`config.mk`:
```
export PLATFORM = sky130hd
export DESIGN_NAME = bps_sequencer
export DESIGN_NICKNAME = d
export VERILOG_FILES = /design/src/logic/bps_pkg.sv /design/src/logic/bps_sync.sv /design/src/logic/bps_tick.sv /design/src/logic/bps_sequencer.sv
export VERILOG_INCLUDE_DIRS = /design/src /design/src/logic
export SDC_FILE = /design/constraint.sdc
export NUM_CORES = 1
export LEC_CHECK = 0
export BUFFER_PORTS_ARGS = -buffer_cell sky130_fd_sc_hd__buf_2
export CAP_MARGIN = 20
export CORE_UTILIZATION = 44
export CTS_CLUSTER_SIZE = 10
export DETAILED_ROUTE_END_ITERATION = 10
export PLACE_DENSITY = 0.62
export RECOVER_POWER = 100
export REMOVE_ABC_BUFFERS = 1
export SLEW_MARGIN = 0
export SYNTH_ARGS = -nofsm -noshare
export SYNTH_HDL_FRONTEND = slang
export SYNTH_SLANG_ARGS = --single-unit
```
`constraint.sdc`:
```
create_clock -name sys_clk -period 5.83 [get_ports sys_clk]
set_clock_uncertainty 0.15 [all_clocks]
set_input_delay 0.2915 -clock sys_clk [delete_from_list [all_inputs] [get_ports sys_clk]]
set_output_delay 0.2915 -clock sys_clk [all_outputs]
set_load 0.005 [all_outputs]
```
`src/logic/bps_defs.svh`:
```
`ifndef BPS_DEFS_SVH
`define BPS_DEFS_SVH

// system clock rate in hertz
`define BPS_CLK_HZ 25000000
// base tick period in milliseconds
`define BPS_TICK_MS 10
`define BPS_TICK_CYC ((`BPS_CLK_HZ / 1000) * `BPS_TICK_MS)
// delays in milliseconds, converted to ticks
`define BPS_START_DLY_MS 1000
`define BPS_START_DLY_TK (`BPS_START_DLY_MS / `BPS_TICK_MS)
`define BPS_TEST_DLY_MS 1000
`define BPS_TEST_DLY_TK (`BPS_TEST_DLY_MS / `BPS_TICK_MS)
`define BPS_RETURN_DLY_MS 3000
`define BPS_RETURN_DLY_TK (`BPS_RETURN_DLY_MS / `BPS_TICK_MS)
`define BPS_FAULT_WIN_MS 60000
`define BPS_FAULT_WIN_TK (`BPS_FAULT_WIN_MS / `BPS_TICK_MS)
`define BPS_MINUTE_MS 60000
`define BPS_MINUTE_TK (`BPS_MINUTE_MS / `BPS_TICK_MS)
// full charge hold time in hours
`define BPS_FULL_HOURS 12
`define BPS_FULL_TK (`BPS_FULL_HOURS * 3600 * (1000 / `BPS_TICK_MS))
// charging lamp blink half period in ticks
`define BPS_BLINK_TK 50
// operating time limits in minutes
`define BPS_MAX_MINUTES 5
// faults that force error lock
`define BPS_FAULT_LIMIT 5

`endif

```
`src/logic/bps_pkg.sv`:
```
package bps_pkg;

    // selector positions
    typedef enum logic [1:0] {
        BPS_SEL_OFF = 2'h0,
        BPS_SEL_ON = 2'h1,
        BPS_SEL_TEST = 2'h2
    } bps_sel_t;

    // sequencer states, one-hot
    typedef enum logic [6:0] {
        BPS_ST_NORMAL = 7'h01,
        BPS_ST_START = 7'h02,
        BPS_ST_BACKUP = 7'h04,
        BPS_ST_TEST = 7'h08,
        BPS_ST_DONE = 7'h10,
        BPS_ST_FAULT = 7'h20,
        BPS_ST_LOCK = 7'h40
    } bps_state_t;

    // lamps toward the front panel
    typedef struct packed {
        logic inverting_active_lamp;
        logic charging_lamp;
        logic full_charge_lamp;
        logic low_battery_lamp;
        logic relay1_lamp;
        logic relay2_lamp;
        logic relay3_lamp;
        logic relay4_lamp;
        logic relay6_lamp;
    } bps_lamps_t;

    // relay drives
    typedef struct packed {
        logic transfer_relay_1;
        logic transfer_relay_2;
        logic transfer_relay_3;
        logic transfer_relay_4;
        logic transfer_relay_6;
    } bps_relays_t;

endpackage : bps_pkg

```
`src/logic/bps_sync.sv`:
```
`timescale 1ns/1ps
// two-flop synchroniser for one pin
module bps_sync (
    input wire logic sys_clk,
    input wire logic rst_n,
    input wire logic pin,
    output logic level
);
    logic meta_q;

    // first flop read only by the second
    always_ff @(posedge sys_clk) begin
        if (!rst_n) begin
            meta_q <= 1'b0;
            level <= 1'b0;
        end else begin
            meta_q <= pin;
            level <= meta_q;
        end
    end
endmodule : bps_sync

```
`src/logic/bps_tick.sv`:
```
`timescale 1ns/1ps
`include "bps_defs.svh"
// prescaler giving a one-cycle tick
module bps_tick #(
    parameter int unsigned TICK_CYC = `BPS_TICK_CYC
) (
    input wire logic sys_clk,
    input wire logic rst_n,
    output logic tick
);
    logic [31:0] cnt_q;

    // free-running divider
    always_ff @(posedge sys_clk) begin
        if (!rst_n) begin
            cnt_q <= 32'h0;
            tick <= 1'b0;
        end else if (cnt_q >= TICK_CYC - 1) begin
            cnt_q <= 32'h0;
            tick <= 1'b1;
        end else begin
            cnt_q <= cnt_q + 32'h1;
            tick <= 1'b0;
        end
    end
endmodule : bps_tick

```
`src/logic/bps_sequencer.sv`:
```
`timescale 1ns/1ps
`include "bps_defs.svh"
// How it works
// - backup starts on mains loss only with loops closed, battery good, time nonzero
// - restart input honoured only in the done state after a cycle
// - mains passes to output when idle with mains present
// - charging lamp blinks in normal mode unless full charge lamp lit
// - full charge lamp after twelve hours of good charging voltage
// - held test picks all five relays, inverting lamp on, charging off
// - test needs selector held one second
// - inverting starts one second after mains loss
// - backup picks relays 1, 2, 3 and 6, lamps inverting, relay1, relay2, relay3, relay6
// - timer expiry stops inverting and clears lamps
// - safety loop, battery disconnect or OFF stop backup at once
// - external stop command halts backup
// - undervoltage stops and latches low battery lamp till full or OFF
// - other faults stop, then resume when removed
// - fifth fault in sixty seconds locks until OFF then ON
// - mains return keeps backup running per policy
// - after backup with mains, relays drop and pass-through resumes
// - charging lamp never on with inverting lamp
// - policy on: three seconds after mains return, go to mains
// - policy off: stay on battery until timer expires
// - operating time zero to five minutes
// - duration from rockers one to four, clamped to five
// - entry needs battery above undervoltage threshold
module bps_sequencer #(
    parameter int unsigned TICK_CYC = `BPS_TICK_CYC
) (
    input wire logic sys_clk,
    input wire logic rst_n,
    input wire logic mains_present,
    input wire logic safety_loop_a,
    input wire logic safety_loop_b,
    input wire logic battery_disconnect_a,
    input wire logic battery_disconnect_b,
    input wire logic battery_above_uv,
    input wire logic charge_voltage_ok,
    input wire logic other_fault,
    input wire logic ext_stop_cmd,
    input wire logic passenger_restart_input,
    input wire bps_pkg::bps_sel_t mode_selector_switch,
    input wire logic [3:0] duration_switch_bank,
    input wire logic mains_return_policy,
    output bps_pkg::bps_lamps_t lamps,
    output bps_pkg::bps_relays_t relays,
    output logic inverter_run,
    output logic mains_pass_through
);
    import bps_pkg::*;

    logic tick;
    logic mains_s, loop_a_s, loop_b_s, bd_a_s, bd_b_s, uv_ok_s, chg_ok_s, flt_s, stop_s, restart_s;
    logic sel_on_s, sel_test_s;
    logic [3:0] dur_s;
    logic policy_s;
    bps_state_t state_q;
    logic [15:0] dly_q;
    logic [15:0] run_q;
    logic [23:0] full_q;
    logic full_q_lamp;
    logic low_bat_q;
    logic [2:0] flt_cnt_q;
    logic [15:0] win_q;
    logic [7:0] blink_q;
    logic blink_ph_q;
    logic [15:0] ret_q;
    logic off_seen_q;
    logic [2:0] minutes;
    logic loops_ok, start_ok, flt_now, restart_en;

    bps_tick #(.TICK_CYC(TICK_CYC)) u_tick (.sys_clk(sys_clk), .rst_n(rst_n), .tick(tick));

    // all pins through two flops
    bps_sync u_s0 (.sys_clk(sys_clk), .rst_n(rst_n), .pin(mains_present), .level(mains_s));
    bps_sync u_s1 (.sys_clk(sys_clk), .rst_n(rst_n), .pin(safety_loop_a), .level(loop_a_s));
    bps_sync u_s2 (.sys_clk(sys_clk), .rst_n(rst_n), .pin(safety_loop_b), .level(loop_b_s));
    bps_sync u_s3 (.sys_clk(sys_clk), .rst_n(rst_n), .pin(battery_disconnect_a), .level(bd_a_s));
    bps_sync u_s4 (.sys_clk(sys_clk), .rst_n(rst_n), .pin(battery_disconnect_b), .level(bd_b_s));
    bps_sync u_s5 (.sys_clk(sys_clk), .rst_n(rst_n), .pin(battery_above_uv), .level(uv_ok_s));
    bps_sync u_s6 (.sys_clk(sys_clk), .rst_n(rst_n), .pin(charge_voltage_ok), .level(chg_ok_s));
    bps_sync u_s7 (.sys_clk(sys_clk), .rst_n(rst_n), .pin(other_fault), .level(flt_s));
    bps_sync u_s8 (.sys_clk(sys_clk), .rst_n(rst_n), .pin(ext_stop_cmd), .level(stop_s));
    bps_sync u_s9 (.sys_clk(sys_clk), .rst_n(rst_n), .pin(passenger_restart_input), .level(restart_s));
    bps_sync u_sa (.sys_clk(sys_clk), .rst_n(rst_n), .pin(mode_selector_switch == BPS_SEL_ON),
        .level(sel_on_s));
    bps_sync u_sb (.sys_clk(sys_clk), .rst_n(rst_n), .pin(mode_selector_switch == BPS_SEL_TEST),
        .level(sel_test_s));
    // switch bank and policy switch are pins too
    bps_sync u_sd0 (.sys_clk(sys_clk), .rst_n(rst_n), .pin(duration_switch_bank[0]), .level(dur_s[0]));
    bps_sync u_sd1 (.sys_clk(sys_clk), .rst_n(rst_n), .pin(duration_switch_bank[1]), .level(dur_s[1]));
    bps_sync u_sd2 (.sys_clk(sys_clk), .rst_n(rst_n), .pin(duration_switch_bank[2]), .level(dur_s[2]));
    bps_sync u_sd3 (.sys_clk(sys_clk), .rst_n(rst_n), .pin(duration_switch_bank[3]), .level(dur_s[3]));
    bps_sync u_sp (.sys_clk(sys_clk), .rst_n(rst_n), .pin(mains_return_policy), .level(policy_s));

    // duration clamp; switch bank is quasi-static
    assign minutes = (dur_s > 4'(`BPS_MAX_MINUTES)) ? 3'(`BPS_MAX_MINUTES) : dur_s[2:0];
    assign loops_ok = loop_a_s && loop_b_s && bd_a_s && bd_b_s;
    assign start_ok = loops_ok && uv_ok_s && !low_bat_q && (minutes != 3'h0);
    assign flt_now = flt_s || stop_s;
    assign restart_en = (state_q == BPS_ST_DONE) && restart_s;

    // main sequencer
    always_ff @(posedge sys_clk) begin
        if (!rst_n) begin
            state_q <= BPS_ST_NORMAL;
            dly_q <= 16'h0;
            run_q <= 16'h0;
            ret_q <= 16'h0;
        end else begin
            unique case (state_q)
                BPS_ST_NORMAL: begin
                    dly_q <= 16'h0;
                    if (sel_test_s && start_ok) begin
                        state_q <= BPS_ST_TEST;
                    end else if (!mains_s && sel_on_s && start_ok) begin
                        state_q <= BPS_ST_START;
                    end
                end
                BPS_ST_TEST: begin
                    // test debounce then held
                    if (!sel_test_s || !loops_ok) begin
                        state_q <= BPS_ST_NORMAL;
                    end else if (tick && dly_q < 16'(`BPS_TEST_DLY_TK)) begin
                        dly_q <= dly_q + 16'h1;
                    end
                end
                BPS_ST_START: begin
                    if (mains_s || !sel_on_s || !start_ok) begin
                        state_q <= BPS_ST_NORMAL;
                    end else if (dly_q >= 16'(`BPS_START_DLY_TK)) begin
                        state_q <= BPS_ST_BACKUP;
                        run_q <= 16'h0;
                        ret_q <= 16'h0;
                    end else if (tick) begin
                        dly_q <= dly_q + 16'h1;
                    end
                end
                BPS_ST_BACKUP: begin
                    if (!sel_on_s || !loops_ok) begin
                        state_q <= BPS_ST_NORMAL;
                    end else if (!uv_ok_s) begin
                        state_q <= BPS_ST_NORMAL;
                    end else if (flt_now) begin
                        state_q <= BPS_ST_FAULT;
                    end else if (run_q >= 16'(minutes) * 16'(`BPS_MINUTE_TK)) begin
                        state_q <= mains_s ? BPS_ST_NORMAL : BPS_ST_DONE;
                    end else if (mains_s && policy_s && ret_q >= 16'(`BPS_RETURN_DLY_TK)) begin
                        state_q <= BPS_ST_NORMAL;
                    end else if (tick) begin
                        run_q <= run_q + 16'h1;
                        ret_q <= mains_s ? ret_q + 16'h1 : 16'h0;
                    end
                end
                BPS_ST_FAULT: begin
                    if (flt_cnt_q >= 3'(`BPS_FAULT_LIMIT)) begin
                        state_q <= BPS_ST_LOCK;
                    end else if (!sel_on_s || !loops_ok || mains_s) begin
                        state_q <= BPS_ST_NORMAL;
                    end else if (!flt_now) begin
                        state_q <= BPS_ST_BACKUP;
                    end
                end
                BPS_ST_DONE: begin
                    dly_q <= 16'h0;
                    if (mains_s || !sel_on_s) begin
                        state_q <= BPS_ST_NORMAL;
                    end else if (restart_en && start_ok) begin
                        state_q <= BPS_ST_START;
                    end
                end
                BPS_ST_LOCK: begin
                    if (off_seen_q && sel_on_s) begin
                        state_q <= BPS_ST_NORMAL;
                    end
                end
                default: state_q <= BPS_ST_NORMAL;
            endcase
        end
    end

    // off seen while locked
    always_ff @(posedge sys_clk) begin
        if (!rst_n) begin
            off_seen_q <= 1'b0;
        end else if (state_q != BPS_ST_LOCK) begin
            off_seen_q <= 1'b0;
        end else if (!sel_on_s && !sel_test_s) begin
            off_seen_q <= 1'b1;
        end
    end

    // fault counter within sixty-second window
    always_ff @(posedge sys_clk) begin
        if (!rst_n) begin
            flt_cnt_q <= 3'h0;
            win_q <= 16'h0;
        end else if (state_q == BPS_ST_LOCK) begin
            flt_cnt_q <= 3'h0;
            win_q <= 16'h0;
        end else if (state_q == BPS_ST_BACKUP && flt_now) begin
            flt_cnt_q <= flt_cnt_q + 3'h1;
            if (flt_cnt_q == 3'h0) begin
                win_q <= 16'h0;
            end
        end else if (flt_cnt_q != 3'h0 && tick) begin
            if (win_q >= 16'(`BPS_FAULT_WIN_TK)) begin
                flt_cnt_q <= 3'h0;
                win_q <= 16'h0;
            end else begin
                win_q <= win_q + 16'h1;
            end
        end
    end

    // low battery latch
    always_ff @(posedge sys_clk) begin
        if (!rst_n) begin
            low_bat_q <= 1'b0;
        end else if (state_q == BPS_ST_BACKUP && !uv_ok_s) begin
            low_bat_q <= 1'b1;
        end else if (full_q_lamp || (!sel_on_s && !sel_test_s)) begin
            low_bat_q <= 1'b0;
        end
    end

    // twelve-hour charge timer
    always_ff @(posedge sys_clk) begin
        if (!rst_n) begin
            full_q <= 24'h0;
            full_q_lamp <= 1'b0;
        end else if (!chg_ok_s || !mains_s || state_q != BPS_ST_NORMAL) begin
            full_q <= 24'h0;
            full_q_lamp <= 1'b0;
        end else if (full_q >= 24'(`BPS_FULL_TK)) begin
            full_q_lamp <= 1'b1;
        end else if (tick) begin
            full_q <= full_q + 24'h1;
        end
    end

    // blink phase for charging lamp
    always_ff @(posedge sys_clk) begin
        if (!rst_n) begin
            blink_q <= 8'h0;
            blink_ph_q <= 1'b0;
        end else if (tick) begin
            if (blink_q >= 8'(`BPS_BLINK_TK - 1)) begin
                blink_q <= 8'h0;
                blink_ph_q <= !blink_ph_q;
            end else begin
                blink_q <= blink_q + 8'h1;
            end
        end
    end

    logic test_act, inv_act;
    assign test_act = (state_q == BPS_ST_TEST) && dly_q >= 16'(`BPS_TEST_DLY_TK);
    assign inv_act = (state_q == BPS_ST_BACKUP) || test_act;

    // registered outputs
    always_ff @(posedge sys_clk) begin
        if (!rst_n) begin
            lamps <= '0;
            relays <= '0;
            inverter_run <= 1'b0;
            mains_pass_through <= 1'b0;
        end else begin
            inverter_run <= inv_act;
            mains_pass_through <= mains_s && !inv_act;
            lamps.inverting_active_lamp <= inv_act;
            lamps.charging_lamp <= !inv_act && state_q == BPS_ST_NORMAL && mains_s
                && blink_ph_q && !full_q_lamp;
            lamps.full_charge_lamp <= full_q_lamp;
            lamps.low_battery_lamp <= low_bat_q;
            lamps.relay1_lamp <= inv_act;
            lamps.relay2_lamp <= inv_act;
            lamps.relay3_lamp <= inv_act;
            lamps.relay4_lamp <= test_act;
            lamps.relay6_lamp <= inv_act;
            relays.transfer_relay_1 <= inv_act;
            relays.transfer_relay_2 <= inv_act;
            relays.transfer_relay_3 <= inv_act;
            relays.transfer_relay_4 <= test_act;
            relays.transfer_relay_6 <= inv_act;
        end
    end
endmodule : bps_sequencer

```
==> out/metrics.cfg <==
[timing]
finalSetupViolations=0
worst_pin_slew_ps=1456
finalHoldViolCount=0
whs_ps=282.7
slew_headroom=0.004124
rsz0062_at_grt=false
drv_slew=0
timing.final.crit_share=0.8817
fmax_mhz=194.5
fin_setup_tns_ps=0
min_period_ps=5141

[setup_path]
crit_fanout=25
crit_end=run_q[15]
r2r_start=u_sd2.level
ff2ff_path_depth=21
arrival_ps=5340
rr_endpoint=run_q[15]
worstSetupEndpointType=flop
timing.critical_path.from=u_sd2.level
critPathLaunchType=flop
r2r_slack_ps=690
critical_path_class=flop to flop
critPathRequiredTime_ps=6030

[power]
power.density_mw_per_mm2=264.7
power.leakage_uw=0.003556
ir_drop_mv=0.1898

[clocking]
cts_made_buffers=17
clk_pin_slew_ps=70
cts_tree=built
cts_max_path_buffers=2
clk_latency_ps=430
cts-htree-levels=4
cts_resized=0
cts-root-buf=clkbuf_16
clock-sinks=183

[drt]
drt_pass1_iterations=5
routedWlPerCell_um=13.31
wl_mm=16.61
vias_per_cell=5.248
post-route-drc-count=0
drt_iter0_drc=316
ant_nets=0
vias=6549

[yosys]
synth_edf_count=0
ys_types=64
yosys.area.top_type_share=0.4353
netlist.top_cell.by_area=dfxtp_1
synth_area_leaders=dfxtp_1, nor2_1, ha_1
ys_ff_latch=183
syn_area_mm2=0.008416
yosysSeqAreaShare=0.4353
syn_area_per_cell_um2=8.858
async_reset_ff_frac=0
yosys_most_used_dff=dfxtp_1
synth_cells=950
yosysWarnings=0

[global_route]
grt.overflow.total=0
grt_pass1_wl_mm=28.68
grt_pass1_vias=6093
grt_start_max_net_pins=31
grt_usage=0.1809
antenna_found_initial=0

[cells_and_area]
finish.utilization=0.5060
syn_to_final_growth_pct=12.47
drive_gt1_frac=0.07101
fin_nets=1060
n_antenna_cell=0
finalInstanceArea_mm2=0.009465
n_fill_cell=1767

[floorplan]
initial_core_util=0.4499
std_cell_rows=50
core_mm2=0.01871
io_pins=35
die_w_um=140.3
dieArea_mm2=0.01968
die_h_um=140.3

[place]
numPortBuffers=34
post_dp_cell_area_mm2=0.008758
dpl.hpwl_mm=11.53
gp_congestion=0.8500

[run_status]
outcome=complete, but fails checks
violations=max-capacitance violations

[job]
cap_violations=1

[worst_hold_path]
hold_class=flop to flop

-- what timing repair did --
item                                   in CTS  in global routing
endpoints found under the hold margin      17                  0
buffers inserted                            0                  0
hold buffers                               18                  0
-- synthesized netlist by cell type, drive strengths merged, types with 2 or more instances --
master	instances
dfxtp	183
a2111oi	5
a211oi	15
buf	20
nand4	28
o21bai	2
xor2	30
o21a	4
a22oi	2
or2	2
a31oi	8
o21ai	26
and3	31
nor3b	6
nand2	50
a211o	3
o2111a	2
or3	13
xnor2	40
a311o	2
o211ai	11
a311oi	5
and2	44
clkbuf	17
inv	45
a21o	6
a41oi	4
a21oi	49
nand3	49
nand2b	5
nor4	7
and4	5
o31ai	7
ha	37
nor2b	9
mux2i	4
nor2	136
fa	3
nor4b	2
or4	6
nand4b	3
nor3	15
-- worst min-delay path by stage --
stage | from | end | slack (ps) | cells after the start
6_report | win_q[14] | win_q[14] | 280 | 2
4_1_cts | rst_n | u_s0.meta_q | 140 | 2
5_1_grt | u_s2.meta_q | u_s2.level | 290 | 1
3_3_place_gp | u_sp.meta_q | u_sp.level | 270 | 1
3_5_place_dp | u_s2.meta_q | u_s2.level | 270 | 1
2_1_floorplan | mode_selector_switch[1] | u_sa.meta_q | 210 | 1
-- logic make-up (layout without fill, tap and decap cells) --
logic type	count (synthesis)	in the layout	synth area share
AOI/OAI and AO/OA	157	157	0.1282
xor gates and xnor gates	70	70	0.07285
adders and majority gates	40	40	0.06215
buffers and inverters	82	133	0.04371
DFF	183	183	0.4353
muxes	5	5	0.006096
other	1	14	0.0004456
and+or+nand+nor	412	412	0.2513
-- metal layers --
layer  track usage  up-vias  routed length, µm
li1              -     3398                  -
met1        0.2337     3027               8219
met3       0.04308       24                549
met4       0.06478        0                286
met5             0        -                  0
met2        0.2942      100               7550
-- worst max-delay path, stage by stage (launching register included) --
cell      delay (ps)
dfxtp_1          310
or2_2            350
inv_1            200
nand2_1          180
fa_1             490
ha_1             200
inv_1             90
o21bai_1          80
a21o_1           200
a21oi_1          140
o21ai_0          120
a221oi_1         350
xnor2_1          160
ha_1             260
a21oi_1          130
o21ai_0          100
a21oi_1          290
nand4_2          110
buf_4            220
and2_4           260
or4_1            510
a21oi_1          140
-- state kept, by name, indices dropped and copies added, names as in the netlist, 3 cells and up --
signal,flops
win_q,16
u_tick.cnt_q,32
ret_q,16
flt_cnt_q,3
full_q,24
lamps,3
state_q,7
dly_q,16
run_q,16
blink_q,8
-- power breakdown --
| group | leakage, µW | internal [µW] | switching (µW) |
|---|---|---|---|
| Sequential | 0.00149 | 1270 | 11.8 |
| Clock | 0.000278 | 568 | 539 |
| Combinational | 0.00179 | 51.2 | 67.0 |
| Total | 0.00356 | 1890 | 618 |
-- final cells by class --
class | count | area (µm²) | area share
clock buffers | 18 | 429.2 | 0.04534
clock inverters | 14 | 138.9 | 0.01467
inverters | 45 | 168.9 | 0.01785
multi-input cells | 698 | 4409 | 0.4658
flip-flops and latches | 183 | 3664 | 0.3870
well taps | 234 | 292.8 | 0.03093
repair buffers | 56 | 362.8 | 0.03833
-- per-stage QoR --
| stage | worst slack (ps) | instances | power [µW] |
|---|---|---|---|
| global placement | 805.8 | 1198 | 1420 |
| detailed placement | 691.3 | 1198 | 1420 |
| finish | 689.5 | 1248 | 2505 |
| CTS | 665.9 | 1248 | 2538 |
| global route | 222.2 | 1248 | 2605 |
| floorplan | 929.3 | 926 | 1384 |
-- cell usage in the layout (no fill, tap or decap), types with 5 or more instances in the layout --
master	synthesis	routed
and3_1	31	31
dfxtp_1	183	183
nor3b_1	5	5
a211oi_1	14	14
and2_0	0	22
xnor2_1	40	40
a21o_1	6	6
nor2_1	136	136
a21oi_1	49	49
inv_1	45	45
ha_1	37	37
and2_1	42	20
o31ai_1	7	7
nand3_1	48	48
o21ai_0	25	25
nor3_1	15	15
a31oi_1	8	8
nand2_1	50	50
clkbuf_16	0	17
nor4_1	6	7
o211ai_1	11	11
and4_1	5	5
or4_1	6	6
clkbuf_1	17	9
or3_1	13	13
nand2b_1	5	5
nor2b_1	9	9
conb_1	1	14
xor2_1	30	30
dlygate4sd3_1	0	18
a311oi_1	5	5
nand4_1	27	27
buf_2	6	29
Power figures use the tool's default switching activity.
